### src/verilog/i2st_regs.vh
`ifndef I2ST_REGS_VH
`define I2ST_REGS_VH

// ---------------------------------------------------------------
// register offsets
// ---------------------------------------------------------------
`define I2ST_ADDR_CTRL   4'h0
`define I2ST_ADDR_STAT   4'h1
`define I2ST_ADDR_BUF    4'h2
`define I2ST_ADDR_OWN    4'h3
`define I2ST_ADDR_IRQ    4'h4
`define I2ST_ADDR_MASK   4'h5

// ---------------------------------------------------------------
// control register fields
// ---------------------------------------------------------------
`define I2ST_CTRL_HOLD_EN 0
`define I2ST_CTRL_SIE    1
`define I2ST_CTRL_CLKREL 2
`define I2ST_CTRL_ACK_SEL 3

// ---------------------------------------------------------------
// status register fields
// ---------------------------------------------------------------
`define I2ST_STAT_FULL   0
`define I2ST_STAT_RW     1
`define I2ST_STAT_DA     2
`define I2ST_STAT_ACK_TIME 3
`define I2ST_STAT_ACKST  4
`define I2ST_STAT_START  5
`define I2ST_STAT_STOP   6

// ---------------------------------------------------------------
// interrupt status fields
// ---------------------------------------------------------------
`define I2ST_IRQ_FLAG    0
`define I2ST_IRQ_START   1
`define I2ST_IRQ_NACK    2

// ---------------------------------------------------------------
// reset values
// ---------------------------------------------------------------
`define I2ST_CTRL_RST    8'h04
`define I2ST_OWN_RST     7'h2a
`define I2ST_MASK_RST    3'h0

`endif

### src/verilog/i2st_top.v
`include "i2st_regs.vh"

// Summary of operation
// - address hold stretches clock, flags matching address
// - start sets start bit, flag if enabled
// - eighth falling edge of read match holds clock
// - ack-time, read/write, data/address status readable
// - reading buffer clears buffer-full
// - drive software-selected ack after address
// - setting clock-release bit frees scl
// - after read ack, hardware holds clock, flags
// - loading transmit byte sets buffer-full
// - buffer loads refused before address ack
// - capture master ack on ninth pulse
// - master nack releases bus for stop
// - irq flag sticky until software clears
module i2st_top #(
  parameter OWN_W = 7
) (
  input  wire       core_clk_i,
  input  wire       arst_n_i,
  input  wire [3:0] addr_i,
  input  wire [7:0] wdata_i,
  input  wire       wr_i,
  input  wire       rd_i,
  output reg  [7:0] rdata_o,
  input  wire       scl_i,
  output wire       scl_o,
  output wire       scl_oe_o,
  input  wire       sda_i,
  output wire       sda_o,
  output wire       sda_oe_o,
  output wire       irq_o
);

  // ---------------------------------------------------------------
  // states
  // ---------------------------------------------------------------
  localparam ST_IDLE  = 3'd0;
  localparam ST_ADDR  = 3'd1;
  localparam ST_AACK  = 3'd2;
  localparam ST_TX    = 3'd3;
  localparam ST_MACK  = 3'd4;
  localparam ST_SKIP  = 3'd5;

  // ---------------------------------------------------------------
  // reset release
  // ---------------------------------------------------------------
  reg rst_a_r;
  reg rst_n_r;

  // async assert, synchronous release
  always @(posedge core_clk_i or negedge arst_n_i) begin
    if (!arst_n_i) begin
      rst_a_r <= 1'b0;
      rst_n_r <= 1'b0;
    end else begin
      rst_a_r <= 1'b1;
      rst_n_r <= rst_a_r;
    end
  end

  // ---------------------------------------------------------------
  // bus line conditioning
  // ---------------------------------------------------------------
  wire scl_rise;
  wire scl_fall;
  wire start_det;
  wire stop_det;
  wire sda_s;

  i2st_bus_cond u_cond (
    .core_clk_i (core_clk_i),
    .rst_n_i    (rst_n_r),
    .scl_i      (scl_i),
    .sda_i      (sda_i),
    .scl_rise_o (scl_rise),
    .scl_fall_o (scl_fall),
    .start_o    (start_det),
    .stop_o     (stop_det),
    .sda_o      (sda_s)
  );

  // ---------------------------------------------------------------
  // registers
  // ---------------------------------------------------------------
  reg [2:0]       state_r;
  reg [3:0]       bit_cnt_r;
  reg [7:0]       shift_r;
  reg [7:0]       buf_r;
  reg [OWN_W-1:0] own_r;
  reg             address_hold_enable_r;
  reg             sie_r;
  reg             clkrel_r;
  reg             ack_data_select_r;
  reg             bf_r;
  reg             rw_r;
  reg             da_r;
  reg             ack_time_status_r;
  reg             ackst_r;
  reg             start_r;
  reg             stop_r;
  reg [2:0]       irq_r;
  reg [2:0]       mask_r;
  reg             sda_low_r;

  // decoded register accesses
  wire wr_ctrl = wr_i & (addr_i == `I2ST_ADDR_CTRL);
  wire wr_buf  = wr_i & (addr_i == `I2ST_ADDR_BUF);
  wire wr_own  = wr_i & (addr_i == `I2ST_ADDR_OWN);
  wire wr_irq  = wr_i & (addr_i == `I2ST_ADDR_IRQ);
  wire wr_mask = wr_i & (addr_i == `I2ST_ADDR_MASK);
  wire rd_buf  = rd_i & (addr_i == `I2ST_ADDR_BUF);

  // falling scl edges only seen while clock released, rising edges always
  wire fall_ok = scl_fall & clkrel_r;
  wire rise_ok = scl_rise;

  // address match on received byte
  wire [7:0] rx_byte = {shift_r[6:0], sda_s};
  wire match = (shift_r[7:1] == own_r);

  // buffer load allowed only once address ack done
  wire load_ok = (state_r == ST_TX) || (state_r == ST_MACK);

  // events raising the sticky flag
  reg ev_flag;
  reg ev_nack;

  // ---------------------------------------------------------------
  // protocol engine
  // ---------------------------------------------------------------
  always @(posedge core_clk_i or negedge rst_n_r) begin
    if (!rst_n_r) begin
      state_r   <= ST_IDLE;
      bit_cnt_r <= 4'h0;
      shift_r   <= 8'h00;
      buf_r     <= 8'h00;
      own_r     <= `I2ST_OWN_RST;
      address_hold_enable_r    <= 1'b0;                               // bit 0 of ctrl reset
      sie_r     <= 1'b0;
      clkrel_r  <= 1'b1;
      ack_data_select_r   <= 1'b0;
      bf_r      <= 1'b0;
      rw_r      <= 1'b0;
      da_r      <= 1'b0;
      ack_time_status_r  <= 1'b0;
      ackst_r   <= 1'b0;
      start_r   <= 1'b0;
      stop_r    <= 1'b0;
      sda_low_r <= 1'b0;
      ev_flag   <= 1'b0;
      ev_nack   <= 1'b0;
    end else begin
      ev_flag <= 1'b0;
      ev_nack <= 1'b0;
      // software control writes
      if (wr_ctrl) begin
        address_hold_enable_r  <= wdata_i[`I2ST_CTRL_HOLD_EN];
        sie_r   <= wdata_i[`I2ST_CTRL_SIE];
        ack_data_select_r <= wdata_i[`I2ST_CTRL_ACK_SEL];
        if (wdata_i[`I2ST_CTRL_CLKREL])
          clkrel_r <= 1'b1;
      end
      if (wr_own)
        own_r <= wdata_i[OWN_W-1:0];
      if (rd_buf)
        bf_r <= 1'b0;
      if (wr_buf && load_ok) begin
        buf_r <= wdata_i;
        bf_r  <= 1'b1;
      end
      if (start_det) begin
        start_r   <= 1'b1;
        stop_r    <= 1'b0;
        ev_flag   <= sie_r;
        state_r   <= ST_ADDR;
        bit_cnt_r <= 4'h0;
        sda_low_r <= 1'b0;
        ack_time_status_r  <= 1'b0;
        da_r      <= 1'b0;
      end else if (stop_det) begin
        stop_r    <= 1'b1;
        start_r   <= 1'b0;
        state_r   <= ST_IDLE;
        sda_low_r <= 1'b0;
        ack_time_status_r  <= 1'b0;
      end else begin
        case (state_r)
          ST_ADDR: begin
            if (rise_ok) begin
              shift_r   <= rx_byte;
              bit_cnt_r <= bit_cnt_r + 4'h1;
            end
            if (fall_ok && bit_cnt_r == 4'h8) begin
              if (match) begin
                rw_r     <= shift_r[0];
                buf_r    <= shift_r;
                bf_r     <= 1'b1;
                ack_time_status_r <= 1'b1;
                state_r  <= ST_AACK;
                if (address_hold_enable_r || shift_r[0]) begin
                  clkrel_r <= 1'b0;
                  ev_flag  <= 1'b1;
                end else begin
                  sda_low_r <= ~ack_data_select_r;
                end
              end else begin
                state_r <= ST_SKIP;
              end
            end
          end
          ST_AACK: begin
            // set up chosen ack while scl still low, never while high
            if (bit_cnt_r != 4'h9)
              sda_low_r <= wr_ctrl ? ~wdata_i[`I2ST_CTRL_ACK_SEL]
                                   : ~ack_data_select_r;
            if (fall_ok && bit_cnt_r == 4'h9) begin
              ack_time_status_r  <= 1'b0;
              bit_cnt_r <= 4'h0;
              if (rw_r && !ack_data_select_r) begin
                clkrel_r  <= 1'b0;
                ev_flag   <= 1'b1;
                da_r      <= 1'b1;
                state_r   <= ST_TX;
                sda_low_r <= 1'b0;
              end else begin
                sda_low_r <= 1'b0;
                state_r   <= ST_SKIP;
              end
            end else if (rise_ok) begin
              bit_cnt_r <= 4'h9;
            end
          end
          ST_TX: begin
            // first bit set up while scl is still held low
            if (bit_cnt_r == 4'h0)
              sda_low_r <= ~buf_r[7];
            if (rise_ok)
              bit_cnt_r <= bit_cnt_r + 4'h1;
            if (fall_ok) begin
              if (bit_cnt_r == 4'h8) begin
                sda_low_r <= 1'b0;
                bf_r      <= 1'b0;
                state_r   <= ST_MACK;
              end else begin
                sda_low_r <= ~buf_r[3'd7 - bit_cnt_r[2:0]];
              end
            end
          end
          ST_MACK: begin
            if (rise_ok) begin
              ackst_r <= sda_s;
              if (sda_s) begin
                ev_nack <= 1'b1;
                state_r <= ST_SKIP;
              end else begin
                bit_cnt_r <= 4'h9;
              end
            end
            if (fall_ok && bit_cnt_r == 4'h9) begin
              bit_cnt_r <= 4'h0;
              clkrel_r  <= 1'b0;
              ev_flag   <= 1'b1;
              state_r   <= ST_TX;
            end
          end
          ST_SKIP: begin
            // released bus, wait for stop or start
            sda_low_r <= 1'b0;
          end
          default: begin
            state_r <= ST_IDLE;
          end
        endcase
      end
    end
  end

  // ---------------------------------------------------------------
  // interrupt status, set wins over clear
  // ---------------------------------------------------------------
  wire [2:0] ev_vec = {ev_nack, ev_flag & start_det & sie_r, ev_flag};

  always @(posedge core_clk_i or negedge rst_n_r) begin
    if (!rst_n_r) begin
      irq_r  <= 3'h0;
      mask_r <= `I2ST_MASK_RST;
    end else begin
      irq_r <= (irq_r & ~({3{wr_irq}} & wdata_i[2:0])) | ev_vec;
      if (wr_mask)
        mask_r <= wdata_i[2:0];
    end
  end

  assign irq_o = |(irq_r & mask_r);

  // ---------------------------------------------------------------
  // read data, one cycle after strobe
  // ---------------------------------------------------------------
  always @(posedge core_clk_i or negedge rst_n_r) begin
    if (!rst_n_r) begin
      rdata_o <= 8'h00;
    end else if (rd_i) begin
      case (addr_i)
        `I2ST_ADDR_CTRL: rdata_o <= {4'h0, ack_data_select_r, clkrel_r, sie_r, address_hold_enable_r};
        `I2ST_ADDR_STAT: rdata_o <= {1'b0, stop_r, start_r, ackst_r,
                                     ack_time_status_r, da_r, rw_r, bf_r};
        `I2ST_ADDR_BUF:  rdata_o <= buf_r;
        `I2ST_ADDR_OWN:  rdata_o <= {{(8-OWN_W){1'b0}}, own_r};
        `I2ST_ADDR_IRQ:  rdata_o <= {5'h00, irq_r};
        `I2ST_ADDR_MASK: rdata_o <= {5'h00, mask_r};
        default:         rdata_o <= 8'h00;
      endcase
    end else begin
      rdata_o <= 8'h00;
    end
  end

  // ---------------------------------------------------------------
  // open-drain pin drive
  // ---------------------------------------------------------------
  assign scl_o    = 1'b0;
  assign scl_oe_o = ~clkrel_r;
  assign sda_o    = 1'b0;
  assign sda_oe_o = sda_low_r;

endmodule

### src/verilog/i2st_sync.v
// ---------------------------------------------------------------
// two-stage synchroniser
// ---------------------------------------------------------------
module i2st_sync #(
  parameter RST_VAL = 1'b1
) (
  input  wire core_clk_i,
  input  wire rst_n_i,
  input  wire d_i,
  output wire q_o
);
  reg meta_r;
  reg q_r;

  // first stage read only by second
  always @(posedge core_clk_i or negedge rst_n_i) begin
    if (!rst_n_i) begin
      meta_r <= RST_VAL;
      q_r    <= RST_VAL;
    end else begin
      meta_r <= d_i;
      q_r    <= meta_r;
    end
  end

  assign q_o = q_r;
endmodule

### src/verilog/i2st_bus_cond.v
// ---------------------------------------------------------------
// synchronised bus lines with edge and condition detection
// ---------------------------------------------------------------
module i2st_bus_cond (
  input  wire core_clk_i,
  input  wire rst_n_i,
  input  wire scl_i,
  input  wire sda_i,
  output wire scl_rise_o,
  output wire scl_fall_o,
  output wire start_o,
  output wire stop_o,
  output wire sda_o
);
  wire scl_s;
  wire sda_s;
  reg  scl_d_r;
  reg  sda_d_r;

  i2st_sync #(.RST_VAL(1'b1)) u_scl (
    .core_clk_i (core_clk_i),
    .rst_n_i    (rst_n_i),
    .d_i        (scl_i),
    .q_o        (scl_s)
  );

  i2st_sync #(.RST_VAL(1'b1)) u_sda (
    .core_clk_i (core_clk_i),
    .rst_n_i    (rst_n_i),
    .d_i        (sda_i),
    .q_o        (sda_s)
  );

  // previous sampled levels
  always @(posedge core_clk_i or negedge rst_n_i) begin
    if (!rst_n_i) begin
      scl_d_r <= 1'b1;
      sda_d_r <= 1'b1;
    end else begin
      scl_d_r <= scl_s;
      sda_d_r <= sda_s;
    end
  end

  // edges and start/stop while scl high
  assign scl_rise_o = scl_s & ~scl_d_r;
  assign scl_fall_o = ~scl_s & scl_d_r;
  assign start_o    = scl_s & scl_d_r & sda_d_r & ~sda_s;
  assign stop_o     = scl_s & scl_d_r & ~sda_d_r & sda_s;
  assign sda_o      = sda_s;
endmodule

### config.mk
export PLATFORM = sky130hd
export DESIGN_NAME = i2st_top
export DESIGN_NICKNAME = d
export VERILOG_FILES = /design/src/verilog/i2st_top.v /design/src/verilog/i2st_sync.v /design/src/verilog/i2st_bus_cond.v
export VERILOG_INCLUDE_DIRS = /design/src /design/src/verilog
export SDC_FILE = /design/constraint.sdc
export NUM_CORES = 1
export LEC_CHECK = 0
export ABC_AREA = 1
export BUFFER_PORTS_ARGS = -buffer_cell sky130_fd_sc_hd__buf_2
export CAP_MARGIN = 40
export CORE_MARGIN = 1.5
export CORE_UTILIZATION = 54
export DETAILED_ROUTE_END_ITERATION = 7
export GPL_TIMING_DRIVEN = 0
export PLACE_DENSITY = 0.76
export SLEW_MARGIN = 30
export SYNTH_ARGS = -nofsm -noshare
export SYNTH_HDL_FRONTEND = slang
export SYNTH_SLANG_ARGS = --single-unit
### constraint.sdc
create_clock -name core_clk_i -period 1.79 [get_ports core_clk_i]
set_input_delay 0.179 -clock core_clk_i [delete_from_list [all_inputs] [get_ports core_clk_i]]
set_output_delay 0.179 -clock core_clk_i [all_outputs]
set_load 0.005 [all_outputs]
# == Yosys cells after proc, flatten, opt, wreduce, memory -nomap -nowiden ==
# Index checks and enable logic that the tools add are counted.
# word_totals
memories,0
word_cells,213
mem_bits_rw,0
in_bits,18
reg_bits,66
rom_bits,0
out_inout_bits,13
latch_bits,0
# classes
bitwise,32
n_reduce_logical,26
n_mul,0
div_mod_pow,0
n_eq_ne,30
n_addsub,2
shifts,0
muxes,92
order_cmp,1
# op_table
op,n
$mux 1,57
$mux 8,7
$pmux 8 s6,1
$mux 3,11
$mux 4,8
$ne 4x4->1 const B,8
$and 1x1->1,16
$reduce_and 4->1,4
$pmux 3 s5,1
$pmux 4 s3,1
$reduce_and 6->1,2
$not 1->1,11
$ne 5x4->1 const B,2
$and 3x3->3,3
$eq 4x2->1 const B,2
$eq 4x3->1 const B,2
$eq 4x4->1 const B,2
$logic_not 4->1,2
$ne 4x3->1 const B,2
$reduce_bool 2->1,4
$reduce_bool 4->1,2
$eq 7x7->1,1
$reduce_and 7->1,1
$eq 3x2->1 const B,2
other kinds (24),31

# == Longest topological paths before layout ==
# Gate-level depths: netlist (run 1).
# depth
ltp_word,9
mapped_depth,12
mapped_depth_nobuf,12

# == Cells and area by module ==
# A second synthesis (run 1) with hierarchy kept.
# hier_totals
hier_cells,470
area_unflattened_um2,3545.9
# by_module_without_submodules
module,area_each_um2,cells_per_inst,instances,seq_area_each_um2
i2st_top,3347.0,453,1,1506.4
i2st_sync,52.6,2,2,52.6
i2st_bus_cond,93.8,13,1,52.6

# == Worst setup path before layout (run 1) ==
# No wires, ideal clock.
# synth_path
path_type,reg2reg
from,register bit_cnt_r[0]
to,register buf_r[3]
period_less_slack_ns,1.734
setup_slack_ns,0.056
arrival_time_ns,1.616
path_stages_with_launch,10
setup_ns,0.118
required_ns,1.672
path_buffers,2
path_cell_list,dfrtp_1 -> clkbuf_2 -> inv_1 -> ha_1 -> nand3_1 -> nor2_2 -> nand4_4 -> buf_6 -> nand2_1 -> o21ai_2
# synth_between
elab_chain_cells,6
# synth_rtl
element,line_no,rtl
"start, declared",i2st_top.v:88,reg [3:0] bit_cnt_r;
"start signal, assigned",i2st_top.v:193,bit_cnt_r <= bit_cnt_r + 4'h1;
"start signal, assigned",i2st_top.v:240,bit_cnt_r <= bit_cnt_r + 4'h1;
$eq 4x4->1,i2st_top.v:195,if (fall_ok && bit_cnt_r == 4'h8) begin
$logic_and 1x1->1,i2st_top.v:195,
$mux 8,i2st_top.v:195,
$mux 8,i2st_top.v:189,case (state_r)
$mux 8,i2st_top.v:182,end else if (stop_det) begin
$mux 8,i2st_top.v:173,if (start_det) begin
"end signal, assigned",i2st_top.v:170,buf_r <= wdata_i;
"end signal, assigned",i2st_top.v:198,buf_r <= shift_r;
"end, declared",i2st_top.v:90,reg [7:0] buf_r;
# Every way passes these cells.
# A chain may end at the register's enable or synchronous reset.

# == Worst setup path after layout (run 1) ==
# layout_path
from,register bit_cnt_r[1]
to,register bf_r
# layout_between
elab_chain_cells,6
word_cells_on_any_way,8
classes_between,1 x eq/ne; 6 x mux; 1 x reduce/logical
# layout_rtl
element,line_no,rtl
$eq 4x4->1 (*),"i2st_top.v:195, i2st_top.v:242",
$mux 1 / $logic_and 1x1->1 (equally long branches),"i2st_top.v:242, i2st_top.v:195",
$mux 1 (on tied branches),"i2st_top.v:241, i2st_top.v:195",
$pmux 1 s2 (*),i2st_top.v:189,
$mux 1 (*),i2st_top.v:182,
$mux 1 (*),i2st_top.v:173,
"end signal, assigned",i2st_top.v:171,bf_r <= 1'b1;
"end signal, assigned",i2st_top.v:199,bf_r <= 1'b1;
"end signal, assigned",i2st_top.v:244,bf_r <= 1'b0;
"end, declared",i2st_top.v:96,reg bf_r;
# Mark *: on every way between the ends. The rest lies on a longest branch, timed or not.

==> metrics.csv, run 1 <==
metric,value,unit
path_class,register to register,
cts_buffers,9,
arrival,2000,ps
post_drt_wl_per_cell,15.5,um
hold_viol_final,0,
clk_latency,350,ps
instances_no_fill,604,
ff2ff_path_depth,9,
start_util,56.2,%
critPathLaunchType,register,
ir_drop,0.889,mV
grt.overflow.total,0,
pwr-share-clk,27.3,%
synth_common_cells,"nand2_1, inv_1, dfrtp_1, o21ai_0, nor2_1",
dpl.cell_count,570,
synth.avg_cell_area,7.74,um2
post-route-cell-area,4350,um2
maxCapViolCount,0,
grt_first_pass_wirelength,15100,um
tns,0,ps
crit_fanout,4,
core_region_area,6390,um2
end_kind,register,
dieWidth,84.6,um
synth-edff-count,0,
finalCriticalPeriod,1780,ps
antenna_found_initial,0,
dpl_cell_area,3840,um2
clock.fmax,0.561,GHz
setup-violations-final,0,
vias,3377,
seq_power_share,38.9,%
cts-root-buf,clkbuf_8,
fin_util,68.2,%
clk_pin_slew_worst_paths,80,ps
rr_endpoint,bf_r,
combinationalPowerShare,33.8,%
gp_congestion,0.929,
synth.top_cell.area_share,39.0,%
grt_pass1_vias,3211,
fin_worst_skew,17.4,ps
drc,0,
via_per_inst,5.59,
holdPathEnd,own_r[5],
syn_to_final_growth,21.2,%
synth_warnings,0,
layout-drive-gt1-share,25.0,%
finalWirelength,9330,um
slew_violations,0,
antenna_left,0,
synth-async-reset-ratio,100,%
yosys.area.top_type,dfrtp_1,
power_leakage,2.23,nW
finalCritPeriodShare,99.5,%
synth_top_flop_cell,dfrtp_1,
cts_buffer_depth,2,
setup_ws,8.72,ps
place_ws,-286,ps
antenna_cells,0,
cts_tree,yes,
rsz0062_at_grt,true,
p_sw,0.00212,W
rows,29,
nets,543,
grt_usage,27.0,%
hold_start,wdata_i[5],
required,2010,ps
seq_area_frac_synth,46.3,%
internal_power,0.00356,W
sw_frac_of_total,37.3,%
syn_area,3590,um2
timing.rr.start,bit_cnt_r[1],
status,completed,
portBuffers,28,
min_path_type,input port to register,
holdPathStages,3,
htree_levels,3,
die_y,84.6,um
firstDrtPassIters,5,
synth_area_leaders,"dfrtp_1, nand2_1, dfstp_2, inv_1, o21ai_0",
r2r_slack,9,ps
dp_hpwl,6380,um
grt_max_degree,65,
drtIter0Drc,333,
synth_most_common_cell,nand2_1,
die_area,7150,um2
ys_types,37,
syn_inst,464,
synth-seq-cells,66,
io_pins,31,
clock_sinks,66,
powerDensity,1310,nW/um2
worst max-delay path, cell delays in order (launching register included):
cell     delay, ps
dfrtp_1        440
inv_2          110
buf_4          130
ha_4           140
nand3_4        100
nor2_4         170
buf_4          130
inv_1           50
nor4_2         330
a21oi_2         50
sequential cells by signal (all words and copies together) (netlist names), 3 cells and up:
name	count
state_r	3
rdata_o	8
shift_r	8
bit_cnt_r	4
mask_r	3
own_r	7
irq_r	3
buf_r	8
through the flow:
| stage | power, W | hold WS, ps |
|---|---|---|
| 6_report | 0.00569 | 105 |
| 3_5_place_dp | 0.00383 | -33.5 |
| 5_1_grt | 0.00602 | 119 |
| 4_1_cts | 0.00543 | 95.9 |
| 2_1_floorplan | 0.00334 | -117 |
| 3_3_place_gp | 0.00377 | -36.1 |
cell families (layout without fill, tap and decap cells):
logic type	Yosys count	count (layout)	share of synthesized area [%]
fa+ha+maj	3	3	1.05
flops	66	66	46.3
simple gates	225	225	29.0
compound gates	91	91	14.5
xor+xnor	1	1	0.244
buf+inv	76	138	8.67
other cells	2	3	0.209
how the worst max path moves through the flow:
| stage | slack [ps] | startpoint | to |
|---|---|---|---|
| after global routing | -50 | bit_cnt_r[1] | state_r[1] |
| after global placement | -220 | bit_cnt_r[0] | bf_r |
| after detailed placement | -290 | bit_cnt_r[0] | bf_r |
| after CTS | 10 | bit_cnt_r[0] | ack_time_status_r |
| final | 9 | bit_cnt_r[1] | bf_r |
| after floorplan | 60 | bit_cnt_r[0] | buf_r[3] |
power by group through the flow:
| stage | logic (W) | registers [W] | clock network (W) |
|---|---|---|---|
| after global routing | 0.00214 | 0.00226 | 0.00163 |
| after floorplan | 0.00122 | 0.00213 | 0 |
| after global placement | 0.00155 | 0.00222 | 0 |
| after detailed placement | 0.00159 | 0.00224 | 0 |
| final | 0.00192 | 0.00221 | 0.00155 |
| after CTS | 0.00164 | 0.00222 | 0.00157 |
placed cells by master, fill, tap and decap left out, types with 2 or more instances in the layout:
cell type,instances
nand2_1,131
inv_1,56
dfrtp_1,55
o21ai_0,43
nor2_1,30
buf_2,30
nand3_1,24
o21ai_1,18
buf_4,13
inv_2,12
clkbuf_8,10
dfstp_2,10
a21oi_1,9
o21ai_2,8
nor2_4,7
nand2_2,7
nand3_2,7
nor3_1,6
buf_6,4
nor2_2,4
nand3_4,3
nand4_1,3
a21oi_2,3
conb_1,3
bufinv_16,3
dlygate4sd3_1,3
a41oi_1,2
o22ai_1,2
clkbuf_1,2
timing repair:
action,4_1_cts,5_1_grt
setup endpoints to repair,18,18
hold endpoints to repair,4,0
hold buffers,3,0
gates cloned,0,1
buffers inserted,3,11
gates resized for setup,9,19
pin swaps,2,6
metal layers:
metal  global-route usage (%)  wire (um)  up-vias
met5                        0          0        -
li1                         -          -     1605
met2                     40.9       4180      178
met4                     13.5        366        0
met1                     36.4       4050     1563
met3                     6.19        734       31
final cells by class:
class	count	area (um2)
sequential	66	1670
multi-input combinational	323	1690
clock inverter	4	98.8
buffer	7	67.6
inverter	69	264
clock buffer	12	145
tap	77	96.3
fill	487	2030
timing repair buffer	46	328
Note: power is estimated with default switching activity, not from simulation.
==> inputs of run 2 (changes only) <==
Settings changed: ABC_AREA 1 to 0.
==> run 2 against run 1 <==
Compared with the run above: the flow now finishes with violations (negative setup slack); worst setup slack worse by 23 ps; die area shrank 0.80%; sequential power up 4%; largest power group unchanged; design area fell by 2.8%; combinational power rose by 3%; wire length fell by 8.1%; worst hold slack worse by 20 ps; count of clock-buffer cells in the layout unchanged; highest routed layer unchanged; critical path type unchanged; non-clock buffer count rose by 5; total power down 2.2%.
==> metrics.csv, run 2 <==
metric,value,unit
antenna_left,0,
antenna_found_initial,0,
ir_drop,0.830,mV
yosys.area.top_type,dfrtp_1,
ys_types,63,
routed.top_layer,met4,
grt_max_degree,65,
p_sw,0.00202,W
fin_worst_skew,12.6,ps
grt.overflow.total,0,
dieWidth,84.2,um
antenna_cells,0,
layout-drive-gt1-share,35.4,%
io_pins,31,
path_class,register to register,
clk_pin_slew_worst_paths,80,ps
rows,29,
final_cell_mix,"dfrtp_1, buf_2, nor2_1",
grt_usage,25.7,%
synth-seq-cells,66,
firstDrtPassIters,4,
synth.top_cell.area_share,39.3,%
synth_top_flop_cell,dfrtp_1,
ff_latch_area,1670,um2
multi_input_area,1820,um2
synth-async-reset-ratio,100,%
grt_first_pass_wirelength,14200,um
status,"finished, violations left",
cp_top_family,flip-flops,
min_path_type,input port to register,
drtIter0Drc,199,
htree_levels,3,
holdPathStages,2,
via_per_inst,5.96,
start_util,56.1,%
fill_cells,508,
seq_power_share,41.3,%
ff2ff_path_depth,5,
place_ws,-184,ps
sw_frac_of_total,36.3,%
finalWirelength,8580,um
end_kind,register,
post_drt_wl_per_cell,18.8,um
synth_warnings,0,
synth_area_leaders,"dfrtp_1, dfstp_2, mux2_2, mux2i_1, mux4_2",
clock_sinks,66,
required,2030,ps
syn_to_final_growth,18.7,%
layout_commonest_cell,dfrtp_1,
crit_fanout,10,
slew_violations,0,
core_region_area,6350,um2
finalCriticalPeriod,1800,ps
seq_area_frac_synth,46.7,%
wl_met2,4080,um
synth_common_cells,"dfrtp_1, nor2_1, mux2_2, a21oi_1, nand2_1",
die_y,84.2,um
cts_buffer_depth,2,
synth-edff-count,0,
hold_viol_final,0,
synth.avg_cell_area,11.1,um2
worstMarginPinSlew,556,ps
cts_buffers,9,
power_leakage,1.95,nW
slew_headroom,62.9,%
setup-violations-final,5,
powerDensity,1310,nW/um2
pwr-share-clk,23.1,%
clk_latency,350,ps
crit_cells,5,
critPathSlowestCell,dfstp_2,
finalCritPeriodShare,101,%
gp_congestion,0.922,
cts-root-buf,clkbuf_8,
setup_ws,-14.3,ps
die_area,7090,um2
cts_tree,yes,
syn_inst,321,
rsz0062_at_grt,true,
violations,negative setup slack,
dp_hpwl,6000,um
maxCapViolCount,0,
drc,0,
critPathMaxStageDelay,630,ps
dr_wl_met3,359,um
combinationalPowerShare,35.7,%
clock.fmax,0.554,GHz
grt_pass1_vias,2768,
internal_power,0.00354,W
vias,2720,
wl_met1,3920,um
cp_cell_sequence,nand3b_4 -> nor3_4 -> nand4_1 -> buf_6 -> mux2_4,
syn_area,3560,um2
top_regs,"buf_r: 8 flops, rdata_o: 8 flops, shift_r: 8 flops",
portBuffers,27,
fin_util,66.6,%
arrival,2040,ps
synth_most_common_cell,dfrtp_1,
critPathLaunchType,register,
nets,395,
worst-path-buf-inv,1,
## run 2: changes by cell type in the layout (fill, tap and decap cells not counted), sizes merged, moves of 5 or more
cell / change
a21o: +8
nand3: -25
nand2b: +7
a32o: +5
xnor2: +8
mux2i: +14
mux2: +25
inv: -59
nand2: -123
nor2: -5
o21ai: -54
mux4: +6
## run 2: path summary, 6_finish.rpt
kind	startpoint	to	slack, ps
hold / removal	wdata_i[5]	own_r[5]	90
min in group asynchronous	arst_n_i	rst_n_r	140
max in group asynchronous	rst_n_r	clkrel_r	950
hold reg to reg	rst_n_r	buf_r[0]	250
setup / recovery	u_cond.scl_d_r	rw_r	-10
setup reg to reg	u_cond.scl_d_r	rw_r	-10
## run 2: metal layers
metal | GRT usage [%] | up-vias
met5 | 0 | -
met4 | 11.2 | 0
met3 | 4.33 | 24
met2 | 40.8 | 77
met1 | 35.1 | 1353
li1 | - | 1266
## run 2: what timing repair did
item	in CTS	in global routing
gates cloned	0	0
resized for setup	10	14
endpoints found under the hold margin	4	0
pin swaps	7	11
setup buffers	9	2
hold buffers	3	0
setup endpoints to repair	21	29
## run 2: kinds of logic after synthesis
logic type	count (synthesis)	synth area share [%]
DFF	66	46.7
xor gates and xnor gates	8	2.18
muxes	45	15.8
buffers and inverters	26	3.93
and+or+nand+nor	99	15.4
other	2	0.211
adders and majority gates	3	1.05
AOI/OAI and AO/OA	72	14.7
## run 2: power groups by stage
| stage | clock network, W | logic (W) | registers (W) |
|---|---|---|---|
| finish | 0.00128 | 0.00198 | 0.00229 |
| global route | 0.00136 | 0.00218 | 0.00235 |
| CTS | 0.00130 | 0.00190 | 0.00230 |
| detailed placement | 0 | 0.00174 | 0.00236 |
| global placement | 0 | 0.00170 | 0.00233 |
| floorplan | 0 | 0.00139 | 0.00220 |
## run 2: area by class of cell
type	instances	share of cell area, %
plain buffers	16	2.72
clock buffers	12	3.43
clock inverters	4	1.21
inverters	9	0.799
multi-input cells	230	43.1
flip-flops and latches	66	39.5
well taps	77	2.28
repair buffers	42	6.92
## run 2: through the flow
step           TNS, ps  area [um2]  power [W]  hold slack, ps  instances
5_1_grt          -1270        4230    0.00588            80.6        456
6_report         -43.0        4230    0.00556            85.4        456
3_5_place_dp     -2300        3800    0.00410           -33.1        426
2_1_floorplan        0        3570    0.00359            -117        322
3_3_place_gp     -1230        3800    0.00403           -36.1        426
4_1_cts           -135        4150    0.00550            78.1        453
==> inputs of run 3 (changes only) <==
Settings changed: ABC_AREA 0 to 1, CAP_MARGIN 40 to 20.
==> run 3 against run 2 <==
Compared with the run above: the run now ends clean; worst hold slack better by 15 ps; die area is 0.81% higher; clock power rose by 22%; cell count rose by 32%; first-iteration DRC count rose by 45%; register-to-register slack barely moved; clock skew increased by 7.7 ps; total power up 2.2%; highest routed layer unchanged.
==> metrics.csv, run 3 (synthesis gave the netlist of run 1 again) <==
metric,value,unit
slew_violations,0,
power_leakage,2.21,nW
hold_start,wdata_i[5],
antenna_left,0,
internal_power,0.00356,W
antenna_found_initial,0,
cts-root-buf,clkbuf_8,
top_regs,"buf_r: 8 flops, rdata_o: 8 flops, shift_r: 8 flops",
cts_buffers,9,
finalWirelength,9370,um
clk_latency,360,ps
grt_usage,27.0,%
dp_hpwl,6380,um
finalCritPeriodShare,100,%
sw_frac_of_total,37.4,%
via_per_inst,5.57,
status,completed,
timing.rr.start,bit_cnt_r[1],
layout-drive-gt1-share,24.8,%
dpl.cell_count,570,
grt.overflow.total,0,
fin_worst_skew,20.3,ps
required,2010,ps
seq_power_share,39.2,%
powerDensity,1310,nW/um2
path_class,register to register,
clock_sinks,66,
post_drt_wl_per_cell,15.6,um
drc,0,
use_met3,6.19,%
min_path_type,input port to register,
slew_headroom,46.2,%
fill_cells,495,
combinationalPowerShare,33.4,%
grt_max_degree,65,
htree_levels,3,
rows,29,
instances_no_fill,602,
die_y,84.6,um
clock.fmax,0.559,GHz
worstMarginPinSlew,808,ps
pwr-share-clk,27.4,%
grt_first_pass_wirelength,15100,um
nets,541,
crit_fanout,4,
clk_pin_slew_worst_paths,90,ps
die_area,7150,um2
vias,3351,
crit_start,bit_cnt_r[1],
antenna_cells,0,
p_sw,0.00213,W
maxCapViolCount,0,
firstDrtPassIters,5,
portBuffers,28,
final_cell_mix,"nand2_1, inv_1, dfrtp_1",
dpl_cell_area,3840,um2
cts_buffer_depth,2,
start_util,56.2,%
layout_commonest_cell,nand2_1,
gp_congestion,0.929,
finalCriticalPeriod,1790,ps
ir_drop,0.891,mV
critPathLaunchType,register,
io_pins,31,
post-route-cell-area,4330,um2
grt_pass1_vias,3211,
hold_viol_final,0,
use_met1,36.4,%
syn_to_final_growth,20.5,%
busiest_layer,met2,
core_region_area,6390,um2
setup-violations-final,0,
dieWidth,84.6,um
end_kind,register,
drtIter0Drc,289,
arrival,2010,ps
grt_util_met2,40.9,%
cts_tree,yes,
==> run 3: stage by stage <==
step	setup slack [ps]	hold slack, ps	setup TNS (ps)	power, W	util, %
finish	0.0191	100	0	0.00568	67.8
global route	-51.8	119	-299	0.00601	67.8
CTS	13.7	95.9	0	0.00543	65.1
detailed placement	-286	-33.5	-2540	0.00383	60.1
global placement	-220	-36.1	-1860	0.00377	60.0
floorplan	55.8	-117	0	0.00334	-
==> run 3: layout make-up <==
| class | instances | area [um2] | share of cell area (%) |
|---|---|---|---|
| multi-input cells | 323 | 1700 | 39.2 |
| flip-flops and latches | 66 | 1670 | 38.5 |
| repair buffers | 44 | 293 | 6.76 |
| inverters | 69 | 264 | 6.10 |
| clock buffers | 12 | 145 | 3.35 |
| clock inverters | 4 | 98.8 | 2.28 |
| well taps | 77 | 96.3 | 2.23 |
| plain buffers | 7 | 67.6 | 1.56 |
==> run 3: critical path, cell delays in order (launching register included) <==
cell,delay (ps)
dfrtp_1,440
inv_2,110
buf_4,130
ha_4,140
nand3_4,100
nor2_4,180
buf_4,130
inv_1,50
nor4_2,330
a21oi_2,50
==> run 3: what timing repair did <==
item / in CTS / in global routing
hold buffers: 3 / 0
hold endpoints to repair: 4 / 0
setup buffers: 3 / 10
pin swaps: 2 / 6
setup endpoints to repair: 18 / 18
resized for setup: 9 / 21
gates cloned: 0 / 1
==> run 3: worst paths after layout <==
path	to	slack (ps)	depth (start not counted)
worst max-delay path	bf_r	0.02	9
worst min-delay path	own_r[5]	100	3
worst max register to register	bf_r	0.02	9
worst min register to register	u_cond.u_scl.q_o	360	0
max in group asynchronous	buf_r[6]	850	0
min in group asynchronous	rst_a_r	150	2
==> run 3: power by group through the flow <==
stage | clock [W] | sequential (W) | combinational, W
after floorplan | 0 | 0.00213 | 0.00122
after global placement | 0 | 0.00222 | 0.00155
after detailed placement | 0 | 0.00224 | 0.00159
after CTS | 0.00157 | 0.00222 | 0.00164
after global routing | 0.00163 | 0.00228 | 0.00211
final | 0.00156 | 0.00223 | 0.00190
==> run 3: layer usage <==
layer / part of all wire, % / up-vias
met2: 45 / 175
met5: 0 / -
li1: - / 1597
met1: 43 / 1552
met4: 3.6 / 0
met3: 8.0 / 27
